[src/dual_timer_defs.svh]
// Register offsets, field positions, reset values and clock-select codes
`ifndef DUAL_TIMER_DEFS_SVH
`define DUAL_TIMER_DEFS_SVH

// ----------------------------------------
// Register byte offsets
// ----------------------------------------
`define OFS_LOWER_CTRL 12'h000
`define OFS_UPPER_CTRL 12'h004
`define OFS_LOWER_PERIOD 12'h008
`define OFS_UPPER_PERIOD 12'h00C
`define OFS_LOWER_DUTY 12'h010
`define OFS_UPPER_DUTY 12'h014
`define OFS_STATUS 12'h018
`define OFS_COUNT 12'h01C
`define OFS_MISC 12'h020

// ----------------------------------------
// Control register fields
// ----------------------------------------
`define CTRL_MODE_LSB 0
`define CTRL_RUN_BIT 3
`define CTRL_CLK_LSB 4
`define CTRL_FF_BIT 7
`define CTRL_RESET 8'h00
`define CMP_RESET 8'h00
`define MISC_RESET 2'h0

// ----------------------------------------
// Clock select codes
// ----------------------------------------
`define CLK_TAP11 3'h0
`define CLK_TAP7 3'h1
`define CLK_TAP5 3'h2
`define CLK_TAP3 3'h3
`define CLK_LOWF 3'h4
`define CLK_HALF 3'h5
`define CLK_MAIN 3'h6
`define CLK_PIN 3'h7

// ----------------------------------------
// Prescaler tap positions
// ----------------------------------------
`define TAP11_BIT 10
`define TAP7_BIT 6
`define TAP5_BIT 4
`define TAP3_BIT 2
`define TAP3_LOWF_BIT 2
`define PRESCALE_W 11

`endif

[src/dual_timer_pkg.sv]
// Types shared by the cascadable dual 8-bit timer
package dual_timer_pkg;

   typedef enum logic [2:0] {
      MODE_TIMER = 3'h0,
      MODE_PDO = 3'h1,
      MODE_PWM = 3'h2,
      MODE_CASC = 3'h3,
      MODE_T16 = 3'h4,
      MODE_WARM = 3'h5,
      MODE_PWM16 = 3'h6,
      MODE_PPG = 3'h7
   } mode_t;

   typedef struct packed {
      logic out_ff_ctrl;
      logic [2:0] clk_sel;
      logic run_bit;
      mode_t mode_sel;
   } ctrl_t;

   typedef struct packed {
      logic [11:0] paddr;
      logic psel;
      logic penable;
      logic pwrite;
      logic [31:0] pwdata;
   } apb_req_t;

   typedef struct packed {
      logic [31:0] prdata;
      logic pready;
      logic pslverr;
   } apb_rsp_t;

endpackage

[src/dual_timer.sv]
// Cascadable dual 8-bit interval timer with APB register access
//
// Function
// - Each counter increments once per source tick
// - Match with period raises irq, clears counter
// - Counting resumes from zero after match
// - Period writes take effect immediately, no shadow
// - Upper mode 1xx clocks upper from lower overflow
// - Cascade uses lower clock, upper run; each unit keeps its own ff
// - Units form 8-bit and cascaded 16-bit modes
`include "dual_timer_defs.svh"
`timescale 1ns/100ps
`default_nettype none

module dual_timer (
   input wire logic mclk,
   input wire logic reset,
   input wire dual_timer_pkg::apb_req_t apb_req,
   output dual_timer_pkg::apb_rsp_t apb_rsp,
   input wire logic low_freq_clk,
   input wire logic lower_pin,
   input wire logic upper_pin,
   output logic lower_irq,
   output logic upper_irq,
   output logic lower_divider_out_pin,
   output logic upper_divider_out_pin
);
   import dual_timer_pkg::*;

   // ----------------------------------------
   // Registers
   // ----------------------------------------
   ctrl_t lower_ctrl_reg_r;
   ctrl_t upper_ctrl_reg_r;
   logic [7:0] lower_period_r;
   logic [7:0] upper_period_r;
   logic [7:0] lower_duty_r;
   logic [7:0] upper_duty_r;
   logic [1:0] misc_r;
   logic [7:0] lower_cnt_r;
   logic [7:0] upper_cnt_r;
   logic lower_ff_r;
   logic upper_ff_r;
   logic [1:0] status_r;
   logic [`PRESCALE_W-1:0] presc_r;
   logic [`PRESCALE_W-1:0] presc_nxt;
   logic [1:0] lowf_sync_r;
   logic lowf_d_r;
   logic [2:0] lowf_div_r;
   logic [1:0] lpin_sync_r;
   logic [1:0] upin_sync_r;
   logic lpin_d_r;
   logic upin_d_r;

   // ----------------------------------------
   // Prescaler and tick sources
   // ----------------------------------------
   // misc_r[0]: prescaler source select, misc_r[1]: slow state
   wire prescaler_src_sel = misc_r[0];
   wire slow_run_state = misc_r[1];
   assign presc_nxt = presc_r + `PRESCALE_W'(1);
   wire lowf_fall = lowf_d_r & ~lowf_sync_r[1];
   wire [2:0] lowf_div_nxt = lowf_div_r + 3'h1;
   wire lowf_tap3 = lowf_fall & (lowf_div_r == 3'h7);
   wire lpin_fall = lpin_d_r & ~lpin_sync_r[1];
   wire upin_fall = upin_d_r & ~upin_sync_r[1];

   function automatic logic tap_hit(input logic [`PRESCALE_W-1:0] p, input int b);
      logic [`PRESCALE_W-1:0] m;
      m = {`PRESCALE_W{1'b1}} >> (`PRESCALE_W - 1 - b);
      tap_hit = &(p | ~m);
   endfunction

   function automatic logic src_tick(input logic [2:0] sel, input logic pin_fall);
      logic slowest;
      slowest = (prescaler_src_sel | slow_run_state) ? lowf_tap3 : tap_hit(presc_r, `TAP11_BIT);
      unique case (sel)
         `CLK_TAP11: src_tick = slowest;
         `CLK_TAP7: src_tick = tap_hit(presc_r, `TAP7_BIT);
         `CLK_TAP5: src_tick = tap_hit(presc_r, `TAP5_BIT);
         `CLK_TAP3: src_tick = tap_hit(presc_r, `TAP3_BIT);
         `CLK_LOWF: src_tick = lowf_fall;
         `CLK_HALF: src_tick = presc_r[0];
         `CLK_MAIN: src_tick = 1'b1;
         `CLK_PIN: src_tick = pin_fall;
      endcase
   endfunction

   // ----------------------------------------
   // Counting and cascade
   // ----------------------------------------
   wire cascade = upper_ctrl_reg_r.mode_sel[2];
   wire lower_run = cascade ? upper_ctrl_reg_r.run_bit : lower_ctrl_reg_r.run_bit;
   wire upper_run = upper_ctrl_reg_r.run_bit;
   wire lower_tick = lower_run & src_tick(lower_ctrl_reg_r.clk_sel, lpin_fall);
   wire [15:0] cnt16 = {upper_cnt_r, lower_cnt_r};
   wire [15:0] per16 = {upper_period_r, lower_period_r};
   wire [15:0] cnt16_inc = cnt16 + 16'h0001;
   wire [7:0] lower_inc = lower_cnt_r + 8'h01;
   wire [7:0] upper_inc = upper_cnt_r + 8'h01;
   wire match16 = cascade & lower_tick & (cnt16_inc == per16);
   wire lower_match = ~cascade & lower_tick & (lower_inc == lower_period_r);
   wire lower_ovf = lower_tick & (lower_cnt_r == 8'hFF);
   wire upper_tick = cascade ? lower_ovf :
      (upper_run & src_tick(upper_ctrl_reg_r.clk_sel, upin_fall));
   wire upper_match = ~cascade & upper_tick & (upper_inc == upper_period_r);
   wire lower_div_mode = ~cascade & (lower_ctrl_reg_r.mode_sel == MODE_PDO);
   wire upper_div_mode = ~cascade & (upper_ctrl_reg_r.mode_sel == MODE_PDO);

   // ----------------------------------------
   // APB decode
   // ----------------------------------------
   wire setup = apb_req.psel & ~apb_req.penable;
   wire wr = apb_req.psel & apb_req.penable & apb_req.pwrite & apb_rsp.pready;
   wire [7:0] wd = apb_req.pwdata[7:0];
   wire hit_lc = apb_req.paddr == `OFS_LOWER_CTRL;
   wire hit_uc = apb_req.paddr == `OFS_UPPER_CTRL;
   wire hit_lp = apb_req.paddr == `OFS_LOWER_PERIOD;
   wire hit_up = apb_req.paddr == `OFS_UPPER_PERIOD;
   wire hit_ld = apb_req.paddr == `OFS_LOWER_DUTY;
   wire hit_ud = apb_req.paddr == `OFS_UPPER_DUTY;
   wire hit_st = apb_req.paddr == `OFS_STATUS;
   wire hit_cn = apb_req.paddr == `OFS_COUNT;
   wire hit_mi = apb_req.paddr == `OFS_MISC;
   wire mapped = hit_lc | hit_uc | hit_lp | hit_up | hit_ld | hit_ud | hit_st | hit_cn | hit_mi;
   wire clr_st = wr & hit_st;
   wire [31:0] rd_mux =
      hit_lc ? {24'h000000, lower_ctrl_reg_r} :
      hit_uc ? {24'h000000, upper_ctrl_reg_r} :
      hit_lp ? {24'h000000, lower_period_r} :
      hit_up ? {24'h000000, upper_period_r} :
      hit_ld ? {24'h000000, lower_duty_r} :
      hit_ud ? {24'h000000, upper_duty_r} :
      hit_st ? {30'h00000000, status_r} :
      hit_cn ? {16'h0000, cnt16} :
      hit_mi ? {30'h00000000, misc_r} : 32'h00000000;
   wire lower_irq_nxt = lower_match | match16;
   wire upper_irq_nxt = upper_match | match16;
   wire [1:0] status_nxt = {status_r[1] & ~(clr_st & wd[1]) | upper_irq_nxt,
      status_r[0] & ~(clr_st & wd[0]) | lower_irq_nxt};

   // ----------------------------------------
   // APB slave, one wait-free access phase
   // ----------------------------------------
   always_ff @(posedge mclk) begin
      if (reset) begin
         apb_rsp <= '0;
      end else begin
         apb_rsp.pready <= setup;
         apb_rsp.pslverr <= setup & ~mapped;
         apb_rsp.prdata <= (setup & ~apb_req.pwrite) ? rd_mux : 32'h00000000;
      end
   end

   always_ff @(posedge mclk) begin
      if (reset) begin
         lower_ctrl_reg_r <= ctrl_t'(`CTRL_RESET);
         upper_ctrl_reg_r <= ctrl_t'(`CTRL_RESET);
         lower_period_r <= `CMP_RESET;
         upper_period_r <= `CMP_RESET;
         lower_duty_r <= `CMP_RESET;
         upper_duty_r <= `CMP_RESET;
         misc_r <= `MISC_RESET;
      end else if (wr) begin
         if (hit_lc) lower_ctrl_reg_r <= ctrl_t'(wd);
         if (hit_uc) upper_ctrl_reg_r <= ctrl_t'(wd);
         if (hit_lp) lower_period_r <= wd;
         if (hit_up) upper_period_r <= wd;
         if (hit_ld) lower_duty_r <= wd;
         if (hit_ud) upper_duty_r <= wd;
         if (hit_mi) misc_r <= wd[1:0];
      end
   end

   // ----------------------------------------
   // Synchronisers and prescaler
   // ----------------------------------------
   always_ff @(posedge mclk) begin
      if (reset) begin
         lowf_sync_r <= 2'h0;
         lpin_sync_r <= 2'h0;
         upin_sync_r <= 2'h0;
         lowf_d_r <= 1'b0;
         lpin_d_r <= 1'b0;
         upin_d_r <= 1'b0;
         presc_r <= '0;
         lowf_div_r <= 3'h0;
      end else begin
         lowf_sync_r <= {lowf_sync_r[0], low_freq_clk};
         lpin_sync_r <= {lpin_sync_r[0], lower_pin};
         upin_sync_r <= {upin_sync_r[0], upper_pin};
         lowf_d_r <= lowf_sync_r[1];
         lpin_d_r <= lpin_sync_r[1];
         upin_d_r <= upin_sync_r[1];
         presc_r <= presc_nxt;
         if (lowf_fall) lowf_div_r <= lowf_div_nxt;
      end
   end

   // ----------------------------------------
   // Counters
   // ----------------------------------------
   always_ff @(posedge mclk) begin
      if (reset) begin
         lower_cnt_r <= 8'h00;
      end else if (!lower_run) begin
         lower_cnt_r <= 8'h00;
      end else if (lower_match | match16) begin
         lower_cnt_r <= 8'h00;
      end else if (lower_tick) begin
         lower_cnt_r <= lower_cnt_r + 8'h01;
      end
   end

   always_ff @(posedge mclk) begin
      if (reset) begin
         upper_cnt_r <= 8'h00;
      end else if (!upper_run) begin
         upper_cnt_r <= 8'h00;
      end else if (upper_match | match16) begin
         upper_cnt_r <= 8'h00;
      end else if (upper_tick) begin
         upper_cnt_r <= upper_cnt_r + 8'h01;
      end
   end

   // ----------------------------------------
   // Interrupts, status and divider flip-flops
   // ----------------------------------------
   always_ff @(posedge mclk) begin
      if (reset) begin
         lower_irq <= 1'b0;
         upper_irq <= 1'b0;
         status_r <= 2'h0;
      end else begin
         lower_irq <= lower_irq_nxt;
         upper_irq <= upper_irq_nxt;
         status_r <= status_nxt;
      end
   end

   always_ff @(posedge mclk) begin
      if (reset) begin
         lower_ff_r <= 1'b0;
         upper_ff_r <= 1'b0;
         lower_divider_out_pin <= 1'b1;
         upper_divider_out_pin <= 1'b1;
      end else begin
         if (!lower_run) lower_ff_r <= lower_ctrl_reg_r.out_ff_ctrl;
         else if (lower_match & lower_div_mode) lower_ff_r <= ~lower_ff_r;
         if (!upper_run) upper_ff_r <= upper_ctrl_reg_r.out_ff_ctrl;
         else if (upper_match & upper_div_mode) upper_ff_r <= ~upper_ff_r;
         lower_divider_out_pin <= ~lower_ff_r;
         upper_divider_out_pin <= ~upper_ff_r;
      end
   end

endmodule

`default_nettype wire

[config.mk]
export PLATFORM = sky130hd
export DESIGN_NAME = dual_timer
export DESIGN_NICKNAME = d
export VERILOG_FILES = /design/src/dual_timer_pkg.sv /design/src/dual_timer.sv
export VERILOG_INCLUDE_DIRS = /design/src
export SDC_FILE = /design/constraint.sdc
export NUM_CORES = 1
export LEC_CHECK = 0
export BUFFER_PORTS_ARGS = -buffer_cell sky130_fd_sc_hd__buf_2
export CORE_MARGIN = 1
export CORE_UTILIZATION = 51
export CTS_CLUSTER_SIZE = 25
export DETAILED_ROUTE_END_ITERATION = 12
export GPL_ROUTABILITY_DRIVEN = 0
export PLACE_DENSITY = 0.76
export RECOVER_POWER = 100
export REMOVE_ABC_BUFFERS = 1
export SYNTH_ARGS = -nofsm -noshare
export SYNTH_HDL_FRONTEND = slang
export SYNTH_SLANG_ARGS = --single-unit
[constraint.sdc]
create_clock -name mclk -period 2.35 [get_ports mclk]
set_clock_uncertainty 0.05 [all_clocks]
set_input_delay 0 -clock mclk [delete_from_list [all_inputs] [get_ports mclk]]
set_output_delay 0 -clock mclk [all_outputs]
set_load 0.1 [all_outputs]
# Word level (Yosys, flattened, before mapping)
# Index checks and enable logic that the tools add are counted.
totals:
  ff_bits: 131
  inputBits: 52
  out_inout_bits: 38
  wordCells: 163
op_classes:
  add_sub_neg: 5
  n_eq_ne: 31
  n_mux: 18
  bitwise: 55
  reduce_logical: 19
op_table:
  columns: ["operator", "n"]
  rows:
  - ["2-to-1 mux 8 bit", 7]
  - ["equality test 12 x 5 -> 1 bit, second input constant", 4]
  - ["bitwise AND 1 bit", 28]
  - ["equality test 3 bit, second input constant", 9]
  - ["equality test 12 x 4 -> 1 bit, second input constant", 2]
  - ["adder 16 x 1 -> 16 bit, second input constant", 1]
  - ["adder 8 x 1 -> 8 bit, second input constant", 2]
  - ["equality test 16 bit", 1]
  - ["equality test 8 bit", 2]
  - ["2-to-1 mux 16 bit", 1]
  - ["case mux 1 bit (8 select lines)", 2]
  - ["inverter 1 bit", 14]
  - ["AND reduction 2 bit", 7]
  - ["bitwise OR 1 bit", 13]
  - ["equality test 12 x 3 -> 1 bit, second input constant", 1]
  - ["equality test 12 x 6 -> 1 bit, second input constant", 1]
  - ["equality test 3 x 1 -> 1 bit, second input constant", 4]
  - ["equality test 3 x 2 -> 1 bit, second input constant", 4]
  - ["logical NOT 12 bit", 1]
  - ["adder 11 x 1 -> 11 bit, second input constant", 1]
  - ["AND reduction 11 bit", 1]
  - ["OR reduction 10 bit", 1]
  - ["OR reduction 9 bit", 1]
  - ["equality test 8 bit, second input constant", 1]
  - ["other kinds (10)", 19]

# Logic depth before layout (Yosys ltp)
depth:
  depth_word: 13
  ltp_mapped: 11
  mapped_depth_nobuf: 10

# Least setup slack after synthesis
# No wires, ideal clock.
synth_timing:
  path_kind: "register -> register"
  start: "register presc_r[0]"
  end: "register lower_ff_r"
  arrival_time_ps: 2458
  setup_slack_ps: -249
  path_stages_with_launch: 12
  path_buffers: 1
  synth_period_minus_slack_ps: 2599
  path_cell_list: "dfxtp_1 > ha_1 > and3_1 > ha_1 > nor3b_1 > a2111oi_4 > a32oi_1 > or2_1 > buf_6 > a211o_4 > or3_1 > a311oi_1"
synth_via:
  elab_chain_cells: 8
  word_cells_on_any_way: 11
synth_rtl:
  columns: ["element", "line_no", "source"]
  rows:
  - ["from (decl)", "dual_timer.sv:45", "logic [`PRESCALE_W-1:0] presc_r;"]
  - ["from (signal assigned)", "dual_timer.sv:195", "presc_r <= presc_nxt;"]
  - ["AND reduction 11 bit", "dual_timer.sv:71", "tap_hit = &(p | ~m);"]
  - ["2-to-1 mux 1 bit", "dual_timer.sv:76", "slowest = (prescaler_src_sel | slow_run_state) ? lowf_tap3 : tap_hit(presc_r, `TAP11_BIT);"]
  - ["case mux 1 bit (8 select lines) *", "dual_timer.sv:77", "unique case (sel)"]
  - ["bitwise AND 1 bit *", "dual_timer.sv:95", "wire lower_tick = lower_run & src_tick(lower_ctrl_reg_r.clk_sel, lpin_fall);"]
  - ["bitwise AND 1 bit * (2 in series)", "dual_timer.sv:102", "wire lower_match = ~cascade & lower_tick & (lower_inc == lower_period_r);"]
  - ["bitwise AND 1 bit *", "dual_timer.sv:250", "else if (lower_match & lower_div_mode) lower_ff_r <= ~lower_ff_r;"]
  - ["inequality test 2 x 1 -> 1 bit (no source line) *", null, null]
  - ["to (signal assigned)", "dual_timer.sv:249", "if (!lower_run) lower_ff_r <= lower_ctrl_reg_r.out_ff_ctrl;"]
  - ["to (signal assigned)", "dual_timer.sv:250", null]
  - ["to (decl)", "dual_timer.sv:42", "logic lower_ff_r;"]
# Mark *: on every way between the ends. The rest lies on a longest branch, timed or not.
# A chain may end at the register's enable or synchronous reset.

# Final worst setup path
layout_timing:
  start: "register presc_r[1]"
  end: "register lower_ff_r"
# Same word-level chain as after synthesis.

==> impl_metrics.yaml <==
route:
  vias_per_cell: 5.72
  drt-pass1-iter-count: 6
  remaining_drc_errors: 0
  post_route_antenna_net_violation_count: 0
  route.final.wire_length_um: 15300
  num_vias: 5232
  first_iter_violations: 534
  routed_wire_length_per_instance_um: 16.7
pwr:
  total_switching_power_w: 0.00108
  seq_power_share: 0.427
  power-per-cell-area_nw_per_um2: 647
  power_frac_comb: 0.060
  swShare: 0.233
  internal_pwr_total_w: 0.00355
  static-leakage-power_nw: 2.88
  ir_worst_vdd_mv: 0.550
  clkPwrFrac: 0.513
synthesis:
  synth_largest_area_cell: "sky130_fd_sc_hd__dfxtp_1"
  seq_area_frac_synth: 0.404
  yosysMostFrequentCell: "sky130_fd_sc_hd__dfxtp_1"
  dominantRegCellSynth: "sky130_fd_sc_hd__dfxtp_1"
  synthMuxAreaShare: 0.0800
  yosys-top-cells-area: "sky130_fd_sc_hd__dfxtp_1 40%, sky130_fd_sc_hd__mux2i_1 7.6%, sky130_fd_sc_hd__nor2_1 5.1%, sky130_fd_sc_hd__xnor2_1 4.3%, sky130_fd_sc_hd__nand2_1 4.2%"
  yosys.area_share.simple: 0.245
  ys.warnings.count: 0
  ys_ff_latch: 115
  synth-edff-count: 0
  synth_top_family_by_area: "simple AND/OR/NAND/NOR gates"
  synth_top_cells_by_count: "115 x sky130_fd_sc_hd__dfxtp_1, 77 x sky130_fd_sc_hd__nor2_1, 64 x sky130_fd_sc_hd__nand2_1"
  netlist_instances: 657
  postSynthAreaPerCell_um2: 8.67
  synthDistinctLibCells: 62
  synth_fa_ha_area_frac: 0.0154
  synth_area_in_compound_gates: 0.125
  post_synthesis_cell_area_um2: 5690
  area_fraction_of_the_dominant_cell_type_after_synthesis: 0.404
  synth_xor_area_frac: 0.0703
  synthArstFlopShare: 0
die:
  boundaryPins: 90
  initial_utilization: 0.525
  core_region_area_um2: 10800
  rows: 38
  die_area_um2: 11600
  die_h_um: 108
  die_x_um: 108
worst_setup_path:
  critical_path.cell_chain: "ha_4, and3_4, ha_4, nor3b_4, a2111oi_4, a32oi_1, or2_1, a211o_4, or3_1, a311oi_2"
  kind_of_launch_point_of_the_worst_setup_path: "flop"
  critical_path.max_fanout: 6
  path_common_cell: "sky130_fd_sc_hd__ha_4"
  cp_slowest_stage_delay_ps: 370
  critPathTopFamily: "simple AND/OR/NAND/NOR gates"
  worst-path-buf-inv: 0
  data_required_time_at_the_worst_endpoint_ps: 2750
  crit_path_end_kind: "flop"
  critPathKind: "flop to flop"
  cp_data_arrival_time_ps: 2890
  timing.critical_path.slowest_stage_cell: "sky130_fd_sc_hd__or3_1"
timing:
  grt_setup_unrepaired: "yes"
  timing.setup.tns_ps: -941
  final.hold.worst_slack_ps: 4.04
  layout_min_cycle_time_ps: 2490
  timing.fmax_mhz: 402
  slew_headroom: 0.636
  finalHoldViolCount: 0
  setup_viol: 17
  share_of_the_clock_period_used_by_the_worst_path_after_layout: 1.06
  report.final.slew_viol_count: 0
  worst_pin_slew_ps: 547
  final.setup.worst_slack_ps: -139
final_layout:
  final_net_count: 823
  areaGrowthSynthToFinish_pct: 25.5
  filler_cell_count: 830
  drive_above_1_share: 0.215
  n_antenna_cell: 0
  finalCoreUtilization: 0.659
global_routing:
  grt_most_used_layer: "met2"
  grt_overflow: 0
  use_met1: 0.345
  use_met3: 0.0720
  pin_count_of_the_biggest_net_entering_global_routing: 44
  global_route.usage.total: 0.282
  antenna_found_initial: 1
  met2_usage: 0.453
  grt_pass1_wl_um: 24900
  via_count_of_the_first_global_routing_pass: 5119
job:
  drv.max_cap_violation_count: 0
worst_hold_path:
  min_path_type: "input port to flop"
clock_network:
  insertion_delay_ps: 530
  cts.sink_count: 115
  numCtsBuffers: 17
  ctsLongestPathBuffers: 2
  ctsHtreeMaxLevel: 4
  tritoncts_clock_tree: "yes"
  path_clk_slew_ps: 60
  clockRootBuffer: "sky130_fd_sc_hd__clkbuf_8"
placed_design:
  buffer_ports.inserted: 49
  dp_hpwl_um: 10500
run_status:
  violations: "negative setup slack"
  status: "finished, violations left"
==> state kept, by name, indices dropped and copies added, names as in the netlist, 3 cells and up <==
register          cells
apb_rsp              18
presc_r              11
lower_cnt_r           8
lower_ctrl_reg_r      8
lower_duty_r          8
lower_period_r        8
upper_cnt_r           8
upper_duty_r          8
upper_period_r        8
upper_ctrl_reg_r      6
lowf_div_r            3
==> tightest hold or removal path: cells and delay by family <==
family	cells	cell delay [ps]
and+or+nand+nor	1	130
buffers and inverters	2	420
==> power groups by stage <==
stage               Combinational, W  Clock [W]  Sequential [W]
finish                      0.000276    0.00237         0.00197
global route                0.000290    0.00250         0.00197
CTS                         0.000271    0.00240         0.00197
detailed placement          0.000245          0         0.00201
global placement            0.000242          0         0.00201
floorplan                   0.000141          0         0.00202
==> cell families (layout without fill, tap and decap cells) <==
| kind of cell | after synthesis | in the layout |
|---|---|---|
| compound gates | 108 | 108 |
| xor+xnor | 44 | 44 |
| fa+ha+maj | 7 | 7 |
| buf+inv | 59 | 162 |
| flops | 115 | 115 |
| mux | 45 | 45 |
| other cells | 1 | 16 |
| simple gates | 278 | 278 |
==> cell usage in the layout, fill, tap and decap left out, types with 4 or more instances in the layout <==
| cell type | count |
|---|---|
| sky130_fd_sc_hd__a211oi_1 | 6 |
| sky130_fd_sc_hd__a21oi_1 | 36 |
| sky130_fd_sc_hd__a31oi_1 | 8 |
| sky130_fd_sc_hd__and2_1 | 5 |
| sky130_fd_sc_hd__and3_1 | 16 |
| sky130_fd_sc_hd__and4_1 | 6 |
| sky130_fd_sc_hd__buf_2 | 49 |
| sky130_fd_sc_hd__buf_4 | 55 |
| sky130_fd_sc_hd__clkbuf_16 | 16 |
| sky130_fd_sc_hd__clkinv_2 | 4 |
| sky130_fd_sc_hd__conb_1 | 16 |
| sky130_fd_sc_hd__dfxtp_1 | 111 |
| sky130_fd_sc_hd__dfxtp_2 | 4 |
| sky130_fd_sc_hd__dlygate4sd3_1 | 20 |
| sky130_fd_sc_hd__ha_1 | 4 |
| sky130_fd_sc_hd__inv_1 | 6 |
| sky130_fd_sc_hd__mux2i_1 | 43 |
| sky130_fd_sc_hd__nand2_1 | 64 |
| sky130_fd_sc_hd__nand2b_1 | 6 |
| sky130_fd_sc_hd__nand3_1 | 38 |
| sky130_fd_sc_hd__nand4_1 | 7 |
| sky130_fd_sc_hd__nand4b_1 | 7 |
| sky130_fd_sc_hd__nor2_1 | 71 |
| sky130_fd_sc_hd__nor2_2 | 7 |
| sky130_fd_sc_hd__nor2b_1 | 15 |
| sky130_fd_sc_hd__nor3_1 | 10 |
| sky130_fd_sc_hd__o21a_1 | 6 |
| sky130_fd_sc_hd__o21ai_0 | 20 |
| sky130_fd_sc_hd__xnor2_1 | 28 |
| sky130_fd_sc_hd__xor2_1 | 15 |
==> cell type report <==
| cell class | count | area, um^2 | area share |
|---|---|---|---|
| multi-input cells | 498 | 3220 | 0.451 |
| clock buffers | 20 | 435 | 0.0609 |
| clock inverters | 10 | 111 | 0.0156 |
| well taps | 140 | 175 | 0.0245 |
| inverters | 6 | 22.5 | 0.00315 |
| repair buffers | 126 | 873 | 0.122 |
| flip-flops and latches | 115 | 2310 | 0.323 |
==> metrics by stage <==
step | total power (W) | cells | setup WS (ps) | cell area [um^2]
after floorplan | 0.00216 | 619 | -364 | 5430
after global placement | 0.00225 | 863 | -145 | 6270
after detailed placement | 0.00226 | 863 | -294 | 6270
after CTS | 0.00465 | 915 | -107 | 7100
after global routing | 0.00476 | 915 | -186 | 7150
final | 0.00462 | 915 | -139 | 7150
==> final timing paths <==
| path | slack, ps | endpoint | depth (start not counted) | startpoint |
|---|---|---|---|---|
| setup / recovery | -140 | lower_ff_r$_SDFFE_PP0P_ | 10 | presc_r[1]$_SDFF_PP0_ |
| hold reg to reg | 380 | lowf_sync_r[1]$_SDFF_PP0_ | 1 | lowf_sync_r[0]$_SDFF_PP0_ |
| hold / removal | 4 | lower_period_r[5]$_SDFFE_PP0P_ | 3 | reset |
| setup reg to reg | -140 | lower_ff_r$_SDFFE_PP0P_ | 10 | presc_r[1]$_SDFF_PP0_ |
==> routing by layer <==
| metal | up-vias | wire length (um) |
|---|---|---|
| li1 | 2481 | - |
| met1 | 2453 | 6200 |
| met2 | 244 | 7350 |
| met3 | 54 | 1190 |
| met4 | 0 | 540 |
| met5 | - | 0 |
==> what timing repair did <==
item / CTS / global route
setup buffers: 4 / 0
setup endpoints to repair: 21 / 22
hold buffers: 20 / 0
hold endpoints to repair: 73 / 0
pin swaps: 18 / 5
gates resized for setup: 15 / 15
No activity file was read; power rests on OpenSTA's default activity.
